**src/pkg/ffmd_map.svh**
```systemverilog
// register map, field positions and reset values of the freefall/motion detector
`ifndef FFMD_MAP_SVH
`define FFMD_MAP_SVH

// ----------------------------------------------------------------
// register offsets
// ----------------------------------------------------------------
`define FFMD_ADDR_CONFIG     8'h15
`define FFMD_ADDR_SOURCE     8'h16
`define FFMD_ADDR_THRESHOLD  8'h17

// ----------------------------------------------------------------
// configuration fields
// ----------------------------------------------------------------
`define FFMD_CFG_LATCH_BIT   7
`define FFMD_CFG_COMBINE_BIT 6
`define FFMD_CFG_Z_EN_BIT    5
`define FFMD_CFG_Y_EN_BIT    4
`define FFMD_CFG_X_EN_BIT    3

// ----------------------------------------------------------------
// source and threshold fields
// ----------------------------------------------------------------
`define FFMD_SRC_EVENT_BIT   7
`define FFMD_THS_MODE_BIT    7
`define FFMD_THS_MSB         6

// ----------------------------------------------------------------
// reset values and limits
// ----------------------------------------------------------------
`define FFMD_RST_BYTE        8'h00
`define FFMD_RST_THS         7'h00
`define FFMD_LOW_NOISE_MAX   7'h3f

`endif

```
**src/pkg/ffmd_pkg.sv**
```systemverilog
// types of the freefall/motion detector
package ffmd_pkg;

    typedef struct packed {
        logic       latch_enable;
        logic       combine_select;
        logic [2:0] axis_enable;
        logic       debounce_clear_mode;
        logic [6:0] threshold_field;
        logic [7:0] debounce_cnt;
        logic       event_active;
        logic [2:0] axis_event;
        logic [2:0] axis_polarity;
        logic [7:0] rdata;
        logic       irq_int1;
        logic       irq_int2;
    } ffmd_state_t;

endpackage

```
**src/hdl/ffmd_top.sv**
```systemverilog
// freefall/motion event detector with its three registers
//
// The implementer's own choice: the address-and-strobe port.
`timescale 1ns/100ps
`include "ffmd_map.svh"

module ffmd_top
#(
    parameter int ACC_W = 8
)
(
    input  wire logic             ref_clk,
    input  wire logic             rst,
    input  wire logic [7:0]       addr,
    input  wire logic [7:0]       wdata,
    input  wire logic             wr_strobe,
    input  wire logic             rd_strobe,
    output logic      [7:0]       rdata,
    input  wire logic             sample_strobe,
    input  wire logic [ACC_W-1:0] accel_x,
    input  wire logic [ACC_W-1:0] accel_y,
    input  wire logic [ACC_W-1:0] accel_z,
    input  wire logic [7:0]       debounce_count_value,
    input  wire logic             low_noise,
    input  wire logic             motion_irq_enable,
    input  wire logic             motion_irq_route,
    output logic                  event_active,
    output logic                  irq_int1,
    output logic                  irq_int2
);

    // ----------------------------------------------------------------
    // state
    // ----------------------------------------------------------------
    ffmd_pkg::ffmd_state_t state;
    ffmd_pkg::ffmd_state_t next_state;

    logic [ACC_W-1:0] accel [3];
    logic [2:0]       axis_high;
    logic [2:0]       axis_negative;
    logic [6:0]       eff_threshold;

    assign accel[0] = accel_x;
    assign accel[1] = accel_y;
    assign accel[2] = accel_z;

    // threshold clamp in low-noise operation
    assign eff_threshold = (low_noise && state.threshold_field > `FFMD_LOW_NOISE_MAX)
                         ? `FFMD_LOW_NOISE_MAX : state.threshold_field;

    // ----------------------------------------------------------------
    // per-axis magnitude compare
    // ----------------------------------------------------------------
    // samples arrive in threshold units, 0.063 g per count, whatever range
    genvar g;
    generate
        for (g = 0; g < 3; g++)
        begin : gen_axis
            logic [ACC_W-1:0] mag;
            assign mag = accel[g][ACC_W-1] ? ACC_W'(-accel[g]) : accel[g];
            // strictly above is high-g; at or below is low-g
            assign axis_high[g] = mag > ACC_W'(eff_threshold);
            assign axis_negative[g] = accel[g][ACC_W-1];
        end
    endgenerate

    // ----------------------------------------------------------------
    // next-state logic
    // ----------------------------------------------------------------
    always_comb
    begin
        logic       cond;
        logic       src_clear;
        logic [7:0] cnt;
        logic [7:0] src_byte;
        logic [7:0] cfg_byte;
        logic [7:0] ths_byte;

        next_state = state;
        cond       = 1'b0;
        src_clear  = 1'b0;
        cnt        = state.debounce_cnt;

        cfg_byte = {state.latch_enable, state.combine_select, state.axis_enable,
                    3'b000};
        src_byte = {state.event_active, 1'b0,
                    state.axis_event[2], state.axis_polarity[2],
                    state.axis_event[1], state.axis_polarity[1],
                    state.axis_event[0], state.axis_polarity[0]};
        ths_byte = {state.debounce_clear_mode, state.threshold_field};

        // register reads: data in the cycle after the strobe
        next_state.rdata = `FFMD_RST_BYTE;
        if (rd_strobe)
        begin
            unique case (addr)
                `FFMD_ADDR_CONFIG:    next_state.rdata = cfg_byte;
                `FFMD_ADDR_SOURCE:    next_state.rdata = src_byte;
                `FFMD_ADDR_THRESHOLD: next_state.rdata = ths_byte;
                default:              next_state.rdata = `FFMD_RST_BYTE;
            endcase
        end

        // register writes
        if (wr_strobe && addr == `FFMD_ADDR_CONFIG)
        begin
            next_state.latch_enable   = wdata[`FFMD_CFG_LATCH_BIT];
            next_state.combine_select = wdata[`FFMD_CFG_COMBINE_BIT];
            next_state.axis_enable    = wdata[`FFMD_CFG_Z_EN_BIT:`FFMD_CFG_X_EN_BIT];
        end
        if (wr_strobe && addr == `FFMD_ADDR_THRESHOLD)
        begin
            next_state.debounce_clear_mode = wdata[`FFMD_THS_MODE_BIT];
            next_state.threshold_field     = wdata[`FFMD_THS_MSB:0];
        end

        // latched source read clears the event flag, axis flags and counter; a set in the same cycle wins below
        src_clear = rd_strobe && addr == `FFMD_ADDR_SOURCE && state.latch_enable;
        if (src_clear)
        begin
            next_state.event_active  = 1'b0;
            next_state.axis_event    = 3'b000;
            next_state.axis_polarity = 3'b000;
            cnt                      = 8'h00;
        end

        // combination of enabled axes; no axes enabled disables the block
        if (state.combine_select)
            cond = |(state.axis_enable & axis_high);
        else
            cond = (|state.axis_enable) && &(~state.axis_enable | ~axis_high);

        if (sample_strobe)
        begin
            // debounce counter
            if (cond)
            begin
                if (cnt < debounce_count_value)
                    cnt = cnt + 8'h01;
                else
                    cnt = debounce_count_value;
            end
            else if (state.debounce_clear_mode)
                cnt = 8'h00;
            else if (cnt != 8'h00)
                cnt = cnt - 8'h01;

            // event-active flag
            if (cond && cnt == debounce_count_value)
                next_state.event_active = 1'b1;
            else if (!state.latch_enable && !cond
                     && (state.debounce_clear_mode || cnt == 8'h00))
                next_state.event_active = 1'b0;

            // axis flags: live while the event is clear or not latched
            if (!(state.latch_enable && state.event_active) || src_clear)
            begin
                next_state.axis_event    = state.axis_enable & axis_high;
                next_state.axis_polarity = state.axis_enable & axis_negative;
            end
        end

        // flags of an axis that was just disabled read zero at once
        next_state.axis_event    = next_state.axis_event & next_state.axis_enable;
        next_state.axis_polarity = next_state.axis_polarity & next_state.axis_enable;

        // a lowered target pulls the counter down with it
        if (cnt > debounce_count_value)
            cnt = debounce_count_value;

        next_state.debounce_cnt = cnt;

        // interrupt: route 1 to first line, 0 to second
        next_state.irq_int1 = next_state.event_active && motion_irq_enable
                              && motion_irq_route;
        next_state.irq_int2 = next_state.event_active && motion_irq_enable
                              && !motion_irq_route;
    end

    // ----------------------------------------------------------------
    // state register
    // ----------------------------------------------------------------
    always_ff @(posedge ref_clk)
    begin
        if (rst)
        begin
            state.latch_enable        <= 1'b0;
            state.combine_select      <= 1'b0;
            state.axis_enable         <= 3'b000;
            state.debounce_clear_mode <= 1'b0;
            state.threshold_field     <= `FFMD_RST_THS;
            state.debounce_cnt        <= `FFMD_RST_BYTE;
            state.event_active        <= 1'b0;
            state.axis_event          <= 3'b000;
            state.axis_polarity       <= 3'b000;
            state.rdata               <= `FFMD_RST_BYTE;
            state.irq_int1            <= 1'b0;
            state.irq_int2            <= 1'b0;
        end
        else
        begin
            state <= next_state;
        end
    end

    // ----------------------------------------------------------------
    // outputs
    // ----------------------------------------------------------------
    assign rdata        = state.rdata;
    assign event_active = state.event_active;
    assign irq_int1     = state.irq_int1;
    assign irq_int2     = state.irq_int2;

endmodule

```
**config.mk**
```make
export PLATFORM = sky130hd
export DESIGN_NAME = ffmd_top
export DESIGN_NICKNAME = d
export VERILOG_FILES = /design/src/pkg/ffmd_pkg.sv /design/src/hdl/ffmd_top.sv
export VERILOG_INCLUDE_DIRS = /design/src /design/src/pkg
export SDC_FILE = /design/constraint.sdc
export NUM_CORES = 1
export LEC_CHECK = 0
export BUFFER_PORTS_ARGS = -buffer_cell sky130_fd_sc_hd__buf_4
export CAP_MARGIN = 30
export CORE_ASPECT_RATIO = 0.7
export CORE_MARGIN = 2
export CORE_UTILIZATION = 55
export CTS_CLUSTER_SIZE = 10
export DETAILED_ROUTE_END_ITERATION = 10
export GPL_TIMING_DRIVEN = 1
export PLACE_DENSITY = 0.86
export SYNTH_ARGS = -nofsm -noshare
export SYNTH_HDL_FRONTEND = slang
export SYNTH_SLANG_ARGS = --single-unit
```
**constraint.sdc**
```tcl
create_clock -name ref_clk -period 8.1 [get_ports ref_clk]
set_clock_uncertainty 0.1 [all_clocks]
set_input_delay 0.81 -clock ref_clk [delete_from_list [all_inputs] [get_ports ref_clk]]
set_output_delay 0.81 -clock ref_clk [all_outputs]
set_load 0.01 [all_outputs]
```
==> qor.csv <==
stage,metric,value,unit
worst_setup_path,crit_path_start_kind,input port,
power_and_ir_drop,ir_drop,0.102,mV
worst_hold_path,hold_class,flop to flop,
grt,gr-usage-all-layers,0.288,
floorplan,die_area,0.00824,mm²
synthesis,syn_area,0.00414,mm²
worst_setup_path,rr_endpoint,state[17]$_SDFF_PP0_,
grt,antenna_found_initial,0,
final_layout,seq_area,761,µm²
worst_setup_path,reg2reg_depth,22,
timing,period_share,0.841,
synthesis,syn_inst,516,
clocking,cts_resized,0,
floorplan,initial_utilization,0.568,
route,antenna_left,0,
synthesis,yosys.cell_types.count,76,
final_layout,multiInputGateArea,0.00305,mm²
synthesis,syn_area_per_cell,8.02,µm²
placed_design,place_hpwl,9140,µm
route,via_per_inst,6.13,
timing,rsz0062_at_grt,no,
floorplan,io_pins,67,
route,first_pass_iters,6,
route,detail_route.wl_per_cell,17.9,µm
final_layout,stdcell_area,0.00470,mm²
clocking,clock-root-buffer,clkbuf_8,
clocking,cts_setup_buffers,0,
power_and_ir_drop,powerDensity,208,mW/mm²
timing,slew_headroom,0.312,
floorplan,fp.dieH,76.6,µm
grt,grt-ovfl-total,0,
placed_design,routabilityCongestion,1.01,
final_layout,finish.net_count,648,
clocking,hold_buffers,0,
clocking,cts_made_buffers,5,
synthesis,yosys_warnings,0,
worst_setup_path,worstPathArrival,6960,ps
route,drc,0,
power_and_ir_drop,total_power,0.980,mW
worst_setup_path,path_max_fanout,19,
final_layout,n_fill_cell,608,
grt,grt_first_pass_wirelength,19000,µm
worst_hold_path,whs_path_depth,2,
floorplan,num_rows,26,
grt,grt_pass1_vias,3808,
outcome,status,"complete, no violations",
final_layout,area_growth,13.7,%
timing,max_freq,0.147,GHz
clocking,cts_tree,built,
timing,finalHoldViolCount,0,
clocking,cts_max_path_buffers,2,
worst_hold_path,hold_path_startpoint,state[15]$_SDFF_PP0_,
timing,setup_tns,0,ps
power_and_ir_drop,leakage,2.02,nW
route,drtIter0Drc,350,
timing,fin_crit,6810,ps
synthesis,syn-num-nets,608,
route,routed_wl,11700,µm
clocking,clk_pin_slew_worst_paths,80,ps
synthesis,yosysSeqAreaShare,0.184,
worst_setup_path,r2r-start,state[37]$_SDFFE_PP0P_,
synthesis,async_flop_share,0,
worst_setup_path,worst_setup_path_end_kind,flop,
placed_design,portBuffers,66,
timing,worst_slew_pin_slew,1020,ps
synthesis,synth_top_flop_cell,dfxtp_1,
final_layout,layout-drive-gt1-share,0.210,
clocking,clock_sinks,38,
grt,grt_max_degree,26,
placed_design,dpl-instance-area,0.00457,mm²
clocking,clock_latency,300,ps
worst_setup_path,regToRegSetupSlack,1910,ps
timing,finalMaxSlewViolations,0,
timing,whs,417,ps
floorplan,design.core.area,0.00729,mm²
route,vias,4018,
floorplan,die_w,108,µm
final_layout,n_antenna_cell,0,
worst_setup_path,worstSetupPathType,input port to flop,
worst_setup_path,crit_required,8240,ps
synthesis,ys_ff_latch,38,
run,drv_cap,0,
worst_hold_path,hold_path_end,state[15]$_SDFF_PP0_,
timing,setup_viol,0,
synthesis,synth-edff-count,0,
clocking,htreeDepth,2,
==> synthesized netlist by cell type, drive strengths merged, types with 2 or more instances <==
master	n	area, µm²
mux2i	31	323
nand3	17	85.1
xor2	5	43.8
a31o	3	26.3
a22oi	4	30.0
a2111oi	2	18.8
xnor2	26	228
o21ai	17	88.8
o221ai	5	62.6
dfxtp	38	761
and3	7	43.8
nand2	34	133
maj3	3	30.0
o211ai	3	22.5
or3	3	18.8
nor3	16	90.1
nor4b	5	50.0
ha	36	450
o211a	3	30.0
nor3b	4	35.0
a21oi	32	194
or2	9	56.3
clkbuf	16	60.1
o21a	3	22.5
nor2b	7	43.8
inv	31	116
buf	20	151
a21o	8	60.1
o311ai	2	17.5
o31ai	8	78.8
xnor3	3	67.6
a41oi	2	25.0
nor2	58	218
mux2	10	113
and2	2	12.5
a211oi	2	20.0
a31oi	9	56.3
nor4	7	50.1
nand3b	2	15.0
nand4	5	31.3
nand2b	5	31.3
==> through the flow <==
step | worst slack [ps] | util | cells
after floorplan | 1990 | - | 516
after global placement | 1470 | 0.626 | 646
after detailed placement | 1110 | 0.627 | 647
after CTS | 1410 | 0.646 | 655
after global routing | 1060 | 0.646 | 655
final | 1290 | 0.646 | 655
==> kinds of logic after synthesis <==
| family | after synthesis | share of synthesized area |
|---|---|---|
| multiplexers | 41 | 0.105 |
| XOR/XNOR | 34 | 0.0819 |
| flip-flops | 38 | 0.184 |
| AO/OA/AOI/OAI | 111 | 0.202 |
| adder cells (fa/ha/maj) | 39 | 0.116 |
| AND/OR/NAND/NOR | 186 | 0.232 |
| buffers and inverters | 67 | 0.0792 |
==> worst max-delay path: stages <==
cell,delay [ps]
buf_4,110
or4b_4,590
or3_1,700
nand2_1,210
inv_1,90
ha_1,320
a21oi_1,150
o21ai_0,140
a2111oi_0,740
a21oi_4,330
mux2_2,360
mux2i_1,130
a21oi_1,110
ha_1,300
nor2b_1,140
o21a_1,170
o21ai_0,170
nand2b_1,70
a21oi_1,140
o21ai_0,110
o21ai_1,560
mux2_2,410
nor2_1,80
==> power breakdown <==
group	leakage (nW)	internal (mW)	switching, mW
clock	0.0683	0.123	0.0728
sequential	0.308	0.199	0.0330
combinational	1.65	0.237	0.315
total	2.02	0.559	0.421
==> worst max path at each step <==
stage                                 endpoint  slack (ps)    start  cells past startpoint
final                     state[17]$_SDFF_PP0_        1290  addr[7]                     23
after global routing      state[17]$_SDFF_PP0_        1060  addr[7]                     23
after CTS                 state[17]$_SDFF_PP0_        1410  addr[7]                     23
after detailed placement  state[17]$_SDFF_PP0_        1110  addr[7]                     23
after global placement    state[17]$_SDFF_PP0_        1470  addr[7]                     23
after floorplan           state[19]$_SDFF_PP0_        1990  addr[7]                     28
==> registers in the layout, summed over array words and instances (netlist names) <==
register	flops
state	27
rdata	8
event_active	1
irq_int1	1
irq_int2	1
==> cell type report <==
type	instances	share of cell area
multi-input combinational	411	0.648
sequential	38	0.162
timing repair buffer	69	0.110
tap	98	0.0261
inverter	31	0.0247
clock buffer	5	0.0146
clock inverter	3	0.0146
==> per-layer routing <==
metal,part of all wire,GRT usage,up-vias
li1,-,-,1924
met1,0.45,0.422,1855
met2,0.43,0.431,229
met3,0.12,0.0667,10
met4,0.0053,0.0513,0
met5,0,0,-
==> cell usage in the layout (no fill, tap or decap), types with 6 or more instances in the layout <==
cell | netlist | final
o31ai_1 | 6 | 6
nor4_1 | 6 | 6
nor2b_1 | 7 | 7
nor2_1 | 58 | 58
o21ai_0 | 13 | 13
xnor2_1 | 26 | 26
a31oi_1 | 9 | 9
nand3_1 | 17 | 17
a21oi_1 | 29 | 29
buf_4 | 8 | 69
mux2_2 | 10 | 10
ha_1 | 36 | 36
and3_1 | 7 | 7
mux2i_1 | 30 | 30
dfxtp_1 | 38 | 38
a21o_1 | 8 | 8
inv_1 | 30 | 30
nor3_1 | 14 | 14
nand2_1 | 32 | 32
Power figures use the tool's default switching activity.
